<file path="src/pkg/supply_detector_defs.vh">
// constants for the supply detector control block
`ifndef SUPPLY_DETECTOR_DEFS_VH
`define SUPPLY_DETECTOR_DEFS_VH
// ---------------------------------------------
// register byte offsets
// ---------------------------------------------
`define SD_CTRL_OFS      12'h000
`define SD_FLAG_OFS      12'h004
`define SD_IRQEN_OFS     12'h008
// ---------------------------------------------
// control field positions
// ---------------------------------------------
`define SD_SRC_BIT       15
`define SD_SC_HI         14
`define SD_SC_LO         13
`define SD_LVL_HI        12
`define SD_LVL_LO        8
`define SD_RE_HI         7
`define SD_RE_LO         4
`define SD_RISE_BIT      3
`define SD_MD_HI         2
`define SD_MD_LO         1
`define SD_EN_BIT        0
`define SD_RESULT_BIT    8
`define SD_FLAG_BIT      0
`define SD_IRQEN_BIT     0
// ---------------------------------------------
// reset values and codes
// ---------------------------------------------
`define SD_LVL_RST       5'h1e
`define SD_RE_KEY        4'ha
`define SD_MD_CONT       2'h0
// ---------------------------------------------
// timing: detector clock and sample intervals
// ---------------------------------------------
`define SD_CORE_MHZ      250
`define SD_DET_KHZ       32
`define SD_DET_DIV       ((`SD_CORE_MHZ * 1000) / `SD_DET_KHZ)
`define SD_INT1          10'd128
`define SD_INT2          10'd256
`define SD_INT3          10'd512
`define SD_STOP_TICKS    2'd2
`endif

</file>
<file path="src/verilog/supply_detector_ctrl.v">
// supply detector control, status and bus slave
// Summary of operation
// - bit 15 picks external sense or main
// - intermittent needs 1, 2, 4 or 8 hits
// - continuous mode ignores successive count
// - five-bit threshold drives comparator level
// - reset only when field equals 0xa
// - bit 3 picks rise or drop
// - cycle codes: continuous, 128, 256, 512
// - disable resets logic, enable reads late
// - changing sc, re, cycle reinitialises
// - result bit shows drop or rise condition
// - event flag, write one clears
// - clearing flag while enabled reinitialises
// - irq enable gates detection interrupts
// - reset mode issues reset, no interrupt
// - irq high only when flag and enable
// - flag sets on result or run count
// - after reset: continuous, some bits cleared
// - rise mode never issues a reset
`timescale 1ns/1ps
`include "supply_detector_defs.vh"

module supply_detector_ctrl #(
    parameter DET_DIV = `SD_DET_DIV
) (
    input  wire        core_clk,
    input  wire        reset_n,
    input  wire        hsel,
    input  wire [11:0] haddr,
    input  wire [1:0]  htrans,
    input  wire        hwrite,
    input  wire [2:0]  hsize,
    input  wire [31:0] hwdata,
    input  wire        hready,
    output reg  [31:0] hrdata,
    output wire        hreadyout,
    output wire        hresp,
    input  wire        compBelow,
    output wire        compEnable,
    output wire        sourceSelect,
    output wire [4:0]  thresholdLevel,
    output wire        irqRequest,
    output reg         resetRequest
);

// ---------------------------------------------
// control and status registers
// ---------------------------------------------
reg        srcSel_q;      // external sense when set
reg [1:0]  scSel_q;       // successive count code
reg [4:0]  level_q;       // threshold level code
reg [3:0]  resetKey_q;    // reset-on-drop field
reg        riseSel_q;     // rise when set
reg [1:0]  cycleSel_q;    // detect cycle code
reg        enable_q;      // detector enable as read
reg        result_q;      // latest detect result
reg        flag_q;        // sticky event flag
reg        irqEn_q;       // interrupt enable
reg [1:0]  stopCnt_q;     // disable sequence counter
reg        stopping_q;    // internal reset running

// ---------------------------------------------
// bus address phase capture
// ---------------------------------------------
reg        wrPend_q;      // write data phase pending
reg [11:0] wrAddr_q;      // address of that write

// ---------------------------------------------
// detector timing and detection state
// ---------------------------------------------
reg [31:0] divCnt_q;      // core cycles per detector tick
reg [9:0]  intCnt_q;      // detector ticks per sample
reg [3:0]  runCnt_q;      // consecutive hits
reg        belowS1_q;     // synchroniser stage one
reg        belowS2_q;     // synchroniser stage two
reg [1:0]  warm_q;        // comparator power, two cycles of history

wire detTick = (divCnt_q == DET_DIV - 1);
wire running = enable_q && !stopping_q;
wire contMode = (cycleSel_q == `SD_MD_CONT);
wire resetMode = (resetKey_q == `SD_RE_KEY) && !riseSel_q;

// picks the sample interval from the cycle code
function [9:0] interval;
    input [1:0] code;
    begin
        if (code == 2'h1) begin
            interval = `SD_INT1;
        end else if (code == 2'h2) begin
            interval = `SD_INT2;
        end else begin
            interval = `SD_INT3;
        end
    end
endfunction

// number of unbroken hits the count code asks for
function [3:0] needHits;
    input [1:0] code;
    begin
        needHits = 4'h1 << code;
    end
endfunction

// ---------------------------------------------
// bus decode
// ---------------------------------------------
wire addrPhase = hsel && htrans[1] && hready;
wire wrCtrl  = wrPend_q && (wrAddr_q == `SD_CTRL_OFS);
wire wrFlag  = wrPend_q && (wrAddr_q == `SD_FLAG_OFS);
wire wrIrqEn = wrPend_q && (wrAddr_q == `SD_IRQEN_OFS);
wire [15:0] wd = hwdata[15:0];

// zero wait states, always OKAY
assign hreadyout = 1'b1;
assign hresp     = 1'b0;

// a write that changes sc, re or cycle while running
wire cfgChange = wrCtrl && running &&
                 ((wd[`SD_SC_HI:`SD_SC_LO] != scSel_q) ||
                  (wd[`SD_RE_HI:`SD_RE_LO] != resetKey_q) ||
                  (wd[`SD_MD_HI:`SD_MD_LO] != cycleSel_q));
wire flagClr = wrFlag && wd[`SD_FLAG_BIT];
// reinit clears the interval and hit counters; the divider, flag and settings stay
wire reinit = cfgChange || (flagClr && running);

// ---------------------------------------------
// comparator pins
// ---------------------------------------------
assign sourceSelect   = srcSel_q;
assign thresholdLevel = level_q;
// intermittent mode powers the comparator for one tick before sampling
assign compEnable = running && (contMode || intCnt_q == 10'd0);
assign irqRequest = flag_q && irqEn_q;

// ---------------------------------------------
// sample decision
// ---------------------------------------------
// polarity of the synchronised comparator output
wire hit = riseSel_q ? !belowS2_q : belowS2_q;
// the sample is taken at the end of the comparator-on tick only if the comparator
// was also on two cycles earlier, so stale synchroniser data never counts
wire sample = running && detTick && compEnable && warm_q[1];
wire [3:0] runNext = runCnt_q + 4'h1;
// continuous: rising result; intermittent: run reached
wire event_ = sample && (contMode ? (hit && !result_q)
                                  : (hit && runNext >= needHits(scSel_q)));
wire fireReset = event_ && resetMode;
wire fireIrq   = event_ && !resetMode;

// ---------------------------------------------
// comparator synchroniser
// ---------------------------------------------
// comparator output is asynchronous to core_clk
always @(posedge core_clk or negedge reset_n) begin
    if (!reset_n) begin
        belowS1_q <= 1'b0;
        belowS2_q <= 1'b0;
        warm_q    <= 2'h0;
    end else begin
        belowS1_q <= compBelow;
        belowS2_q <= belowS1_q;
        warm_q    <= {warm_q[0], compEnable};
    end
end

// ---------------------------------------------
// detector clock divider and interval counter
// ---------------------------------------------
// the detector clock is a tick from a divider, not a second domain
always @(posedge core_clk or negedge reset_n) begin
    if (!reset_n) begin
        divCnt_q <= 32'h0;
        intCnt_q <= 10'h0;
    end else begin
        divCnt_q <= detTick ? 32'h0 : divCnt_q + 32'h1;
        if (!running || reinit || contMode || fireReset) begin
            intCnt_q <= 10'h0;
        end else if (detTick) begin
            // wrap after the selected interval
            if (intCnt_q == interval(cycleSel_q) - 10'd1) begin
                intCnt_q <= 10'h0;
            end else begin
                intCnt_q <= intCnt_q + 10'h1;
            end
        end
    end
end

// ---------------------------------------------
// consecutive hit counter and result latch
// ---------------------------------------------
always @(posedge core_clk or negedge reset_n) begin
    if (!reset_n) begin
        runCnt_q <= 4'h0;
        result_q <= 1'b0;
    end else if (!running || reinit) begin
        runCnt_q <= 4'h0;
        result_q <= running ? result_q : 1'b0;
    end else if (sample) begin
        result_q <= hit;
        if (!hit || event_ || contMode) begin
            runCnt_q <= 4'h0;
        end else begin
            runCnt_q <= runNext;
        end
    end
end

// ---------------------------------------------
// reset request
// ---------------------------------------------
// held until the result returns to 0, then released
always @(posedge core_clk or negedge reset_n) begin
    if (!reset_n) begin
        resetRequest <= 1'b0;
    end else if (!running) begin
        resetRequest <= 1'b0;
    end else if (fireReset) begin
        resetRequest <= 1'b1;
    end else if (resetRequest && sample && !hit) begin
        resetRequest <= 1'b0;
    end
end

// ---------------------------------------------
// event flag
// ---------------------------------------------
// a new event in the clear cycle wins over the clear
always @(posedge core_clk or negedge reset_n) begin
    if (!reset_n) begin
        flag_q <= 1'b0;
    end else if (fireIrq) begin
        flag_q <= 1'b1;
    end else if (flagClr) begin
        flag_q <= 1'b0;
    end
end

// ---------------------------------------------
// enable and internal stop sequence
// ---------------------------------------------
// enable keeps reading 1 until the stop sequence ends
always @(posedge core_clk or negedge reset_n) begin
    if (!reset_n) begin
        enable_q   <= 1'b0;
        stopping_q <= 1'b0;
        stopCnt_q  <= 2'h0;
    end else if (stopping_q) begin
        if (detTick) begin
            if (stopCnt_q == `SD_STOP_TICKS - 2'd1) begin
                enable_q   <= 1'b0;
                stopping_q <= 1'b0;
                stopCnt_q  <= 2'h0;
            end else begin
                stopCnt_q <= stopCnt_q + 2'h1;
            end
        end
    end else if (wrCtrl) begin
        if (enable_q && !wd[`SD_EN_BIT]) begin
            stopping_q <= 1'b1;
        end else if (!enable_q && wd[`SD_EN_BIT]) begin
            // a 1 written mid-stop is dropped; software must wait
            enable_q <= 1'b1;
        end
    end
end

// ---------------------------------------------
// configuration registers
// ---------------------------------------------
// reset issue forces continuous drop mode, clears sc and irq enable
always @(posedge core_clk or negedge reset_n) begin
    if (!reset_n) begin
        srcSel_q   <= 1'b0;
        scSel_q    <= 2'h0;
        level_q    <= `SD_LVL_RST;
        resetKey_q <= 4'h0;
        riseSel_q  <= 1'b0;
        cycleSel_q <= `SD_MD_CONT;
        irqEn_q    <= 1'b0;
    end else begin
        // a write in the reset cycle still lands; the reset forcing wins below
        if (wrCtrl) begin
            srcSel_q   <= wd[`SD_SRC_BIT];
            scSel_q    <= wd[`SD_SC_HI:`SD_SC_LO];
            level_q    <= wd[`SD_LVL_HI:`SD_LVL_LO];
            resetKey_q <= wd[`SD_RE_HI:`SD_RE_LO];
            riseSel_q  <= wd[`SD_RISE_BIT];
            cycleSel_q <= wd[`SD_MD_HI:`SD_MD_LO];
        end
        if (wrIrqEn) begin
            irqEn_q <= wd[`SD_IRQEN_BIT];
        end
        if (fireReset) begin
            scSel_q    <= 2'h0;
            riseSel_q  <= 1'b0;
            cycleSel_q <= `SD_MD_CONT;
            irqEn_q    <= 1'b0;
        end
    end
end

// ---------------------------------------------
// bus slave: address capture and read data
// ---------------------------------------------
// read data is registered in the address phase, so it stands in the data phase
always @(posedge core_clk or negedge reset_n) begin
    if (!reset_n) begin
        wrPend_q <= 1'b0;
        wrAddr_q <= 12'h0;
        hrdata   <= 32'h0;
    end else begin
        wrPend_q <= addrPhase && hwrite;
        wrAddr_q <= haddr;
        hrdata   <= 32'h0;
        if (addrPhase && !hwrite) begin
            if (haddr == `SD_CTRL_OFS) begin
                hrdata <= {16'h0, srcSel_q, scSel_q, level_q, resetKey_q,
                           riseSel_q, cycleSel_q, enable_q};
            end else if (haddr == `SD_FLAG_OFS) begin
                hrdata <= {23'h0, result_q, 7'h0, flag_q};
            end else if (haddr == `SD_IRQEN_OFS) begin
                hrdata <= {31'h0, irqEn_q};
            end
        end
    end
end

endmodule

</file>
<file path="config.mk">
export PLATFORM = sky130hd
export DESIGN_NAME = supply_detector_ctrl
export DESIGN_NICKNAME = d
export VERILOG_FILES = /design/src/verilog/supply_detector_ctrl.v
export VERILOG_INCLUDE_DIRS = /design/src /design/src/pkg
export SDC_FILE = /design/constraint.sdc
export NUM_CORES = 1
export LEC_CHECK = 0
export BUFFER_PORTS_ARGS = -buffer_cell sky130_fd_sc_hd__buf_2
export CAP_MARGIN = 30
export CORE_ASPECT_RATIO = 0.8
export CORE_MARGIN = 2
export CORE_UTILIZATION = 30
export CTS_CLUSTER_SIZE = 12
export DETAILED_ROUTE_END_ITERATION = 12
export PLACE_DENSITY = 0.56
export SLEW_MARGIN = 30
export SYNTH_ARGS = -nofsm -noshare
export SYNTH_HDL_FRONTEND = slang
export SYNTH_SLANG_ARGS = --single-unit
</file>
<file path="constraint.sdc">
create_clock -name core_clk -period 2.55 [get_ports core_clk]
set_input_delay 0.1275 -clock core_clk [delete_from_list [all_inputs] [get_ports core_clk]]
set_output_delay 0.1275 -clock core_clk [all_outputs]
set_load 0.005 [all_outputs]
</file>
# Word-level counts from Yosys, hierarchy flattened
# Cells that the tools add are included.
# Widths: inputs -> output; s select.
# totals
output_inout_bits	43
register_bits	118
in_bits	55
wordCells	152
# op_classes
eq_ne	18
addsub	5
n_reduce_logical	60
shifts	1
order_cmp	1
n_mux	45
# ops
op	count
$mux 10	7
$add 32x1->32 const B	1
$eq 32x13->1 const B	1
$mux 16	2
$mux 32	1
$logic_and 1x1->1	27
$mux 1	26
$eq 12x3->1 const B	2
$eq 12x4->1 const B	2
$logic_not 12->1	2
$reduce_bool 2->1	7
$mux 4	3
$add 10x1->10 const B	1
$eq 10x10->1	1
$logic_not 1->1	10
$logic_not 10->1	1
$mux 2	5
$sub 10x1->10 const B	1
$logic_or 1x1->1	9
$mux 9	1
$reduce_and 5->1	1
$add 4x1->4 const B	1
$eq 2x1->1 const B	2
$eq 4x4->1 const B	1
other kinds (11)	15

# Longest topological paths before layout
# Gate-level depths: netlist of run 1.
# logic_depth
depth_word	14
ltp_mapped	8
ltp_nobuf	8

# Worst setup path before layout of run 1
# No wires, ideal clock.
# synth_path
kind	reg2reg
start	reg runCnt_q[0]
end	reg intCnt_q[7]
period_less_slack_ps	2218
setup_ps	146
stages_incl_launch_ff	8
path_buffers	0
arrival_ps	2072
required_ps	2404
path_slack_ps	332
path_cell_list	dfrtp_1 -> ha_1 -> ha_1 -> inv_1 -> o21ai_0 -> nand4b_1 -> o32ai_4 -> nor3b_2
# synth_via
elab_chain_cells	8
word_cells_on_any_way	9
classes_between	add/sub (1); order compare (1); mux (2); reduce/logical (5)
# synth_lines
element	line	text
start: declaration	supply_detector_ctrl.v:74	reg [3:0] runCnt_q;
start signal: assignment	supply_detector_ctrl.v:206	runCnt_q <= runNext;
$add 4x1->4 (*)	supply_detector_ctrl.v:145	wire [3:0] runNext = runCnt_q + 4'h1;
$ge 4x4->1 (*)	supply_detector_ctrl.v:148	: (hit && runNext >= needHits(scSel_q)));
$logic_and 1x1->1 (*)	supply_detector_ctrl.v:148	
$mux 1 (*)	supply_detector_ctrl.v:147	wire event_ = sample && (contMode ? (hit && !result_q)
$logic_and 1x1->1 (*)	supply_detector_ctrl.v:147	
$logic_and 1x1->1 (*)	supply_detector_ctrl.v:149	wire fireReset = event_ && resetMode;
$logic_or 1x1->1 (*)	supply_detector_ctrl.v:178	if (!running || reinit || contMode || fireReset) begin
$mux 10 or $reduce_bool 2->1 (tied branches)	n/a	
end signal: assignment	supply_detector_ctrl.v:185	intCnt_q <= intCnt_q + 10'h1;
end: declaration	supply_detector_ctrl.v:73	reg [9:0] intCnt_q;
# Mark *: on every way between the ends. The rest lies on a longest branch, timed or not.
# A chain may end at the register's enable or synchronous reset.

# Worst setup path after layout of run 1
# layout_path
start	reg runCnt_q[0]
end	reg intCnt_q[9]
# Same word-level chain as after synthesis.

==> results of run 1 <==
cell usage in the layout, fill, tap and decap left out, drive strengths merged, types with 2 or more instances in the layout:
cell	n
nor3	10
mux2	10
xor2	9
conb	18
ha	10
nor3b	5
and4	8
dlygate4sd3	21
mux2i	8
inv	14
nand3b	4
buf	68
dfrtp	98
nor4	21
xnor2	39
nor2	23
nor2b	3
dfstp	4
nand2b	3
a31oi	3
nand4b	3
or3	2
nor4b	4
nand4	12
a21oi	10
nand2	22
and2	11
bufinv	2
and3	17
clkbuf	9
nand3	26
o21ai	8
a211oi	4
how the worst min path moves through the flow:
stage                     to  slack [ns]
5_1_grt        resetKey_q[1]        0.02
2_1_floorplan      belowS1_q       -0.17
3_3_place_gp    divCnt_q[20]        0.20
6_report       resetKey_q[1]        0.03
3_5_place_dp    divCnt_q[25]        0.21
4_1_cts        resetKey_q[1]        0.02
final cells by class:
type | instances | area, sq um | area share (%)
clock buffers | 9 | 225 | 3.77
clock inverters | 7 | 103 | 1.72
inverters | 11 | 41.3 | 0.691
multi-input cells | 309 | 2190 | 36.7
flip-flops and latches | 102 | 2560 | 42.8
well taps | 215 | 269 | 4.50
repair buffers | 89 | 588 | 9.84
cell families after synthesis:
logic type,count (synthesis)
flops,102
xor+xnor,48
buf+inv,38
other cells,2
compound gates,37
fa+ha+maj,10
mux,18
simple gates,178
sequential cells by signal, indices dropped and copies added (netlist names), 2 cells and up:
register	flops
scSel_q	2
wrAddr_q	12
hrdata	16
stopCnt_q	2
resetKey_q	4
warm_q	2
thresholdLevel	5
runCnt_q	4
divCnt_q	32
intCnt_q	10
cycleSel_q	2
metrics by stage:
stage	hold slack [ns]	util (%)
2_1_floorplan	-0.168	-
3_3_place_gp	0.203	34.1
3_5_place_dp	0.213	34.1
4_1_cts	0.0152	37.5
5_1_grt	0.0183	37.6
6_report	0.0315	37.6
power groups by stage:
stage | registers (uW) | logic (uW) | clock network (uW)
6_report | 1640 | 124 | 1510
5_1_grt | 1640 | 142 | 1610
4_1_cts | 1630 | 127 | 1560
3_5_place_dp | 1670 | 102 | 0
3_3_place_gp | 1670 | 98.7 | 0
2_1_floorplan | 1660 | 44.3 | 0
layer usage:
metal	vias up	global-route usage [%]
li1	1701	-
met4	0	4.27
met2	81	20.0
met1	1742	17.7
met3	9	3.44
met5	-	0
what timing repair did:
action | in CTS | in global routing
resized for setup | 0 | 1
hold endpoints to repair | 68 | 0
buffers inserted | 0 | 1
setup endpoints to repair | 0 | 17
hold buffers | 21 | 0
==> flow_metrics.py, run 1 <==
metrics = {
    "outcome": {
        "outcome": "complete, no violations",
    },
    "routing": {
        "firstDrtPassIters": 4,
        "dr_total_vias": 3533,
        "wl_met2_um": 4970,
        "drt.antenna.violating_nets": 0,
        "drt-initial-drc-count": 254,
        "viasPerCell": 4.76,
        "drt_wl_total_um": 10700,
        "dr_wl_met3_um": 476,
        "top_layer": "met4",
        "met1Wirelength_um": 5160,
        "wl_per_cell_um": 14.5,
        "drc": 0,
    },
    "synthesis": {
        "synth_top_family_by_area": "simple AND/OR/NAND/NOR gates",
        "synth.avg_cell_area_sq_um": 11.4,
        "synth_compound_area_share_pct": 5.65,
        "postSynthCellCount": 433,
        "synth_xor_area_share_pct": 8.55,
        "ys_seq_area_share_pct": 52.0,
        "synth_mux_area_share_pct": 3.92,
        "ys.flop_type": "dfrtp_1",
        "synth_edf_count": 0,
        "ys_ff_latch": 102,
        "synthAdderAreaFrac_pct": 2.54,
        "async_flop_share_pct": 100,
        "synth_top_cell_area_share_pct": 49.8,
        "synth_common_cells": "98 x dfrtp_1, 39 x xnor2_1, 26 x nand3_1, 23 x nor2_1",
        "yosysTopAreaCell": "dfrtp_1",
        "synth-simple-area-share_pct": 22.5,
        "synth_cell_types": 58,
        "ys_top_cells_by_area": "dfrtp_1 50%, xnor2_1 6.9%, buf_4 3.2%",
        "yosysWarnings": 0,
        "syn_area_sq_um": 4920,
        "yosysMostFrequentCell": "dfrtp_1",
    },
    "placement": {
        "dpl_worst_slack_ns": 0.144,
        "finalWeightedCongestion": 0.783,
        "hpwl_um": 7650,
        "placed_cells": 704,
        "port_buffers": 59,
        "place_area_sq_um": 5430,
    },
    "die": {
        "die_w_um": 147,
        "io_pins": 98,
        "start_util_pct": 30.9,
        "std_cell_rows": 41,
        "fp.dieH_um": 119,
        "coreArea_sq_um": 15900,
        "die_area_sq_um": 17400,
    },
    "grt": {
        "grt_overflow": 0,
        "antenna_found_initial": 0,
        "grt_pass1_wl_um": 17900,
        "track_usage_pct": 12.9,
        "grt_pass1_vias": 3603,
        "grt_max_degree": 51,
    },
    "job": {
        "cap_violations": 0,
    },
    "hold_path": {
        "min-delay-start": "hwdata[5]",
        "hold_class": "input port to flop",
        "min_path_cells": 2,
    },
    "critical_path": {
        "cp_max_fo": 10,
        "worstSetupPathType": "flop to flop",
        "crit_path_end": "intCnt_q[9]",
        "r2r_cells": 9,
        "reg2reg_from": "runCnt_q[0]",
        "crit_cells": 9,
        "cp.arrival_ns": 2.55,
        "crit_chain": "ha_1 -> xor2_1 -> ha_1 -> nor4_1 -> o21ai_1 -> nand4b_1 -> o32ai_4 -> buf_4 -> nor3b_2",
        "r2r_setup_slack_ns": 0.28,
        "cp_data_required_time_ns": 2.83,
        "path_common_cell": "ha_1",
        "timing.rr.end": "intCnt_q[9]",
        "critPathCaptureType": "flop",
        "cp_num_buf_inv": 1,
        "slowest_stage": "dfrtp_1",
        "max_stage_delay_ns": 0.43,
        "start_kind": "flop",
        "crit_start": "runCnt_q[0]",
        "cp_top_family": "simple AND/OR/NAND/NOR gates",
    },
    "power_and_ir_drop": {
        "switchingPower_uw": 717,
        "cell_internal_pwr_uw": 2560,
        "seqPwrFrac_pct": 50.0,
        "worst_ir_drop_vdd_v": 0.000362,
        "p_per_area_nw_per_um2": 548,
        "combinationalPowerShare_pct": 3.8,
        "p_leak_uw": 0.00271,
        "swShare_pct": 21.9,
        "p_clk_share_pct": 46.2,
        "total_power_uw": 3270,
    },
    "cells_and_area": {
        "fillers": 1578,
        "antenna_cells": 0,
        "layout-drive-gt1-share_pct": 21.8,
        "nNetsFinal": 587,
        "design_area_sq_um": 5980,
        "finalNonFillerCells": 742,
        "area_delta_synth_final_pct": 21.5,
    },
    "sta": {
        "rsz0062_at_grt": "no",
        "slew_viol_final": 0,
        "skew_ns": 0.0118,
        "finalSetupTns_ns": 0,
        "setup_viol": 0,
        "max-slew-margin-rel_pct": 50.4,
        "finalCritPeriodShare_pct": 89.0,
        "worst_pin_slew_ns": 0.741,
        "post-route-min-period_ns": 2.27,
        "setup_ws_ns": 0.280,
        "hold_viol": 0,
        "max_freq_mhz": 440,
    },
    "cts": {
        "cts_made_buffers": 9,
        "cts.sinks": 102,
        "clockBufferDepth": 2,
        "h-tree-depth": 3,
        "path_clk_slew_ns": 0.07,
        "root_buffer": "clkbuf_16",
        "cts_tree": "done",
        "clock_latency_ns": 0.36,
    },
}
Power figures use the tool's default switching activity.
==> run 2, diff against run 1 <==
--- a/config.mk
+++ b/config.mk
@@ -8,7 +8,7 @@
 export LEC_CHECK = 0
 export BUFFER_PORTS_ARGS = -buffer_cell sky130_fd_sc_hd__buf_2
 export CAP_MARGIN = 30
-export CORE_ASPECT_RATIO = 0.8
+export CORE_ASPECT_RATIO = 1.4
 export CORE_MARGIN = 2
 export CORE_UTILIZATION = 30
 export CTS_CLUSTER_SIZE = 12
==> run 2 against run 1 <==
Compared with the run above:
- clock skew rose by 0.0014 ns
- sequential power about the same
- largest cell class unchanged
- clock power is 7% lower
- power shrank 3.7%
- fmax shrank 5.4%
- critical endpoint is now resetRequest
==> flow_metrics.py, run 2 (synthesized netlist as in run 1, its figures left out) <==
metrics = {
    "sta": {
        "slew_viol_final": 0,
        "whs_ns": 0.0122,
        "max-slew-margin-rel_pct": 56.6,
        "post-route-min-period_ns": 2.40,
        "worst_pin_slew_ns": 0.651,
        "max_freq_mhz": 416,
        "rsz0062_at_grt": "no",
        "hold_viol": 0,
        "finalCritPeriodShare_pct": 94.2,
        "skew_ns": 0.0132,
        "setup_viol": 0,
        "finalSetupTns_ns": 0,
    },
    "grt": {
        "grt_pass1_vias": 3611,
        "antenna_found_initial": 0,
        "grt_max_degree": 56,
        "grt_overflow": 0,
        "grt_pass1_wl_um": 18200,
        "track_usage_pct": 13.2,
    },
    "power_and_ir_drop": {
        "swShare_pct": 22.3,
        "p_per_area_nw_per_um2": 535,
        "p_leak_uw": 0.00269,
        "cell_internal_pwr_uw": 2450,
        "worst_ir_drop_vdd_v": 0.000442,
        "switchingPower_uw": 702,
        "seqPwrFrac_pct": 51.8,
        "p_clk_share_pct": 44.3,
        "total_power_uw": 3150,
        "combinationalPowerShare_pct": 3.9,
    },
    "critical_path": {
        "cp_data_required_time_ns": 2.84,
        "path_common_cell": "ha_1",
        "start_kind": "flop",
        "r2r_cells": 7,
        "cp.arrival_ns": 2.70,
        "critPathCaptureType": "flop",
        "slowest_stage": "nor4_4",
        "crit_cells": 7,
        "crit_chain": "ha_1 -> ha_1 -> inv_1 -> o21ai_0 -> nand3_1 -> nor4_4 -> o211a_1",
        "cp_num_buf_inv": 1,
        "cp_max_fo": 7,
        "cp_top_family": "simple AND/OR/NAND/NOR gates",
        "max_stage_delay_ns": 0.46,
        "worstSetupPathType": "flop to flop",
    },
    "die": {
        "coreArea_sq_um": 16100,
        "start_util_pct": 30.6,
        "std_cell_rows": 55,
        "io_pins": 98,
        "die_area_sq_um": 17500,
        "die_w_um": 112,
        "fp.dieH_um": 156,
    },
    "cells_and_area": {
        "fillers": 1624,
        "nNetsFinal": 584,
        "reg.largest.list": "divCnt_q x32, hrdata x16, wrAddr_q x12",
        "final_core_util_pct": 36.6,
        "area_delta_synth_final_pct": 19.9,
        "layout-drive-gt1-share_pct": 21.8,
        "regMostFlops": "divCnt_q",
        "antenna_cells": 0,
        "mostFrequentLayoutCells": "98 x dfrtp_1, 58 x buf_2, 39 x xnor2_1",
        "final_common_cell": "dfrtp_1",
        "largest_reg_flops": 32,
    },
    "cts": {
        "cts_tree": "done",
        "ctsHoldBuffers": 18,
        "cts_made_buffers": 9,
        "clock_latency_ns": 0.35,
        "clockBufferDepth": 2,
        "root_buffer": "clkbuf_16",
        "h-tree-depth": 3,
        "cts_resized": 0,
        "cts.sinks": 102,
        "path_clk_slew_ns": 0.07,
        "cts_setup_buffers": 0,
    },
    "placement": {
        "port_buffers": 59,
        "hpwl_um": 7970,
        "finalWeightedCongestion": 0.850,
    },
    "routing": {
        "viasPerCell": 4.85,
        "drc": 0,
        "drt-initial-drc-count": 127,
        "dr_total_vias": 3503,
        "wl_per_cell_um": 15.2,
        "firstDrtPassIters": 4,
        "drt.antenna.violating_nets": 0,
        "drt_wl_total_um": 11000,
    },
    "job": {
        "cap_violations": 0,
    },
    "hold_path": {
        "hold_class": "input port to flop",
        "min_path_cells": 2,
    },
    "outcome": {
        "outcome": "complete, no violations",
    },
}
-- run 2: changes by cell type in the layout (fill, tap and decap cells not counted) --
cell           before  now
o21ai_1             1    0
dlygate4sd3_1      21   18
clkinv_2            0    1
inv_6               3    2
bufinv_16           2    1
clkbuf_1            0    1
clkinvlp_4          1    0
clkinv_4            1    2
o21ai_0             7    8
-- run 2: area by class of cell --
cell class / count / area [sq um] / share of cell area, %
tap: 199 / 249 / 4.22
inverter: 11 / 41.3 / 0.700
sequential: 102 / 2560 / 43.4
timing repair buffer: 86 / 558 / 9.46
clock inverter: 6 / 70.1 / 1.19
clock buffer: 10 / 229 / 3.88
multi-input combinational: 309 / 2190 / 37.2
-- run 2: routing by layer --
metal	wire length [um]	vias up	track usage, %
li1	-	1688	-
met1	4560	1740	15.5
met2	5890	65	23.6
met3	338	10	3.19
met4	191	0	4.47
met5	0	-	0
-- run 2: metrics by stage --
stage,instance area (sq um),setup WS [ns],std cells
floorplan,4980,0.332,449
global placement,5420,0.239,689
detailed placement,5420,0.154,689
CTS,5900,0.161,723
global route,5900,0.0451,723
finish,5900,0.149,723
-- run 2: power by group through the flow --
stage	registers [uW]	clock network [uW]	logic, uW
3_5_place_dp	1670	0	103
4_1_cts	1630	1440	124
6_report	1630	1400	122
3_3_place_gp	1670	0	99.8
5_1_grt	1630	1500	138
2_1_floorplan	1660	0	44.3
-- run 2: worst paths after layout --
check,start,endpoint,slack [ns]
setup / recovery,runCnt_q[0],resetRequest,0.15
hold / removal,hwdata[9],thresholdLevel[1],0.01
min in group asynchronous,reset_n,divCnt_q[6],0.35
hold reg to reg,belowS1_q,belowS2_q,0.36
max in group asynchronous,reset_n,thresholdLevel[1],1.43
setup reg to reg,runCnt_q[0],resetRequest,0.15
==> run 3, diff against run 2 <==
--- a/config.mk
+++ b/config.mk
@@ -13,7 +13,8 @@
 export CORE_UTILIZATION = 30
 export CTS_CLUSTER_SIZE = 12
 export DETAILED_ROUTE_END_ITERATION = 12
-export PLACE_DENSITY = 0.56
+export PLACE_DENSITY = 0.53
+export REMOVE_ABC_BUFFERS = 1
 export SLEW_MARGIN = 30
 export SYNTH_ARGS = -nofsm -noshare
 export SYNTH_HDL_FRONTEND = slang
==> run 3 against run 2 <==
Compared with the run above:
- clock skew fell by 0.0066 ns
- critical path depth decreased by 1
- critical endpoint unchanged
- sequential power hardly changed
==> flow_metrics.py, run 3 (synthesized netlist as in run 1, its figures left out) <==
metrics = {
    "outcome": {
        "outcome": "complete, no violations",
    },
    "power_and_ir_drop": {
        "combinationalPowerShare_pct": 3.9,
        "worst_ir_drop_vdd_v": 0.000381,
        "p_leak_uw": 0.00270,
        "swShare_pct": 23.8,
        "seqPwrFrac_pct": 52.3,
        "switchingPower_uw": 743,
        "p_clk_share_pct": 43.8,
        "p_per_area_nw_per_um2": 527,
        "cell_internal_pwr_uw": 2380,
    },
    "cells_and_area": {
        "reg.largest.list": "divCnt_q x32, hrdata x16, wrAddr_q x12",
        "nNetsFinal": 588,
        "design_area_sq_um": 5930,
        "layout-drive-gt1-share_pct": 22.0,
        "area_delta_synth_final_pct": 20.6,
        "largest_reg_flops": 32,
        "antenna_cells": 0,
        "final_common_cell": "dfrtp_1",
        "regMostFlops": "divCnt_q",
        "mostFrequentLayoutCells": "98 x dfrtp_1, 58 x buf_2, 39 x xnor2_1",
    },
    "die": {
        "die_area_sq_um": 17500,
        "std_cell_rows": 55,
        "fp.dieH_um": 156,
        "start_util_pct": 30.6,
        "die_w_um": 112,
        "coreArea_sq_um": 16100,
        "io_pins": 98,
    },
    "sta": {
        "hold_viol": 0,
        "skew_ns": 0.00661,
        "setup_viol": 0,
        "finalSetupTns_ns": 0,
        "max-slew-margin-rel_pct": 55.5,
        "max_freq_mhz": 445,
        "post-route-min-period_ns": 2.25,
        "rsz0062_at_grt": "no",
        "worst_pin_slew_ns": 0.667,
        "finalCritPeriodShare_pct": 88.2,
        "slew_viol_final": 0,
    },
    "cts": {
        "clock_latency_ns": 0.35,
        "clockBufferDepth": 2,
        "root_buffer": "clkbuf_16",
        "cts.sinks": 102,
        "h-tree-depth": 3,
        "cts_tree": "done",
        "path_clk_slew_ns": 0.07,
        "cts_made_buffers": 9,
    },
    "routing": {
        "firstDrtPassIters": 4,
        "drt-initial-drc-count": 112,
        "viasPerCell": 4.81,
        "drt_wl_total_um": 10400,
        "wl_per_cell_um": 14.3,
        "dr_total_vias": 3494,
        "drt.antenna.violating_nets": 0,
        "drc": 0,
    },
    "grt": {
        "gr-max-usage-layer": "met2",
        "antenna_found_initial": 0,
        "grt_pass1_vias": 3592,
        "track_usage_pct": 12.6,
        "grt_overflow": 0,
        "grt_pass1_wl_um": 17600,
        "grtUsageMet2_pct": 23.7,
        "grt_max_degree": 53,
        "use_met1_pct": 13.7,
        "met3_usage_pct": 3.31,
    },
    "critical_path": {
        "r2r_setup_slack_ns": 0.30,
        "worstSetupPathType": "flop to flop",
        "reg2reg_from": "divCnt_q[0]",
        "start_kind": "flop",
        "crit_start": "divCnt_q[0]",
        "cp.arrival_ns": 2.54,
        "max_stage_delay_ns": 0.48,
        "cp_data_required_time_ns": 2.84,
        "critPathCaptureType": "flop",
        "r2r_cells": 6,
        "timing.rr.end": "resetRequest",
        "cp_top_family": "simple AND/OR/NAND/NOR gates",
        "cp_max_fo": 7,
        "cp_num_buf_inv": 0,
        "slowest_stage": "nor4_4",
        "crit_chain": "ha_1 -> nor4b_2 -> and4_1 -> nand3_1 -> nor4_4 -> o211a_1",
    },
    "placement": {
        "port_buffers": 59,
        "finalWeightedCongestion": 0.771,
        "place_area_sq_um": 5430,
        "hpwl_um": 7680,
    },
    "hold_path": {
        "min-delay-start": "hwdata[3]",
        "hold_class": "input port to flop",
        "holdPathEnd": "riseSel_q",
        "min_path_cells": 3,
    },
    "job": {
        "cap_violations": 0,
    },
}
[run 3: power groups by stage]
| stage | combinational [uW] | sequential, uW | clock, uW |
|---|---|---|---|
| after floorplan | 23.8 | 1660 | 0 |
| after global placement | 98.5 | 1670 | 0 |
| after detailed placement | 101 | 1670 | 0 |
| after CTS | 125 | 1630 | 1410 |
| after global routing | 140 | 1630 | 1470 |
| final | 123 | 1630 | 1370 |
[run 3: cell type report]
class | count | area (sq um)
Inverter | 11 | 41.3
Fill cell | 1619 | 10200
Timing Repair Buffer | 90 | 596
Multi-Input combinational cell | 309 | 2190
Clock inverter | 7 | 71.3
Sequential cell | 102 | 2560
Tap cell | 199 | 249
Clock buffer | 9 | 225
[run 3: what timing repair did]
action                     CTS  global route
hold buffers                21             0
setup endpoints to repair    0             7
hold endpoints to repair    70             0
resized for setup            0             1
buffers inserted             0             0
[run 3: worst register-to-register path, delay by kind of cell, from the launching register on]
family          cells  cell delay (ns)
simple gates        4             1.37
flops               1             0.39
fa+ha+maj           1             0.23
compound gates      1             0.19
[run 3: metrics by stage]
stage | worst slack, ns | std cells | hold slack, ns | total power, uW | utilization, %
finish | 0.302 | 727 | 0.0300 | 3120 | 36.8
global route | 0.108 | 727 | 0.0311 | 3250 | 36.8
CTS | 0.162 | 727 | 0.0208 | 3170 | 36.8
detailed placement | 0.170 | 690 | 0.213 | 1770 | 33.7
global placement | 0.224 | 690 | 0.211 | 1760 | 33.7
floorplan | 0.332 | 422 | -0.168 | 1690 | -
[run 3: routing by layer]
layer  share of wire, %  vias to the layer above
li1                   -                     1695
met1                 40                     1711
met2                 54                       77
met3                4.4                       11
met4                1.6                        0
met5                  0                        -
[run 3: how the worst max path moves through the flow]
stage / slack, ns / endpoint / cells after the start
after global routing: 0.11 / scSel_q[0] / 6
after global placement: 0.22 / resetRequest / 7
final: 0.30 / resetRequest / 6
after CTS: 0.16 / resetRequest / 7
after floorplan: 0.33 / intCnt_q[7] / 7
after detailed placement: 0.17 / resetRequest / 7
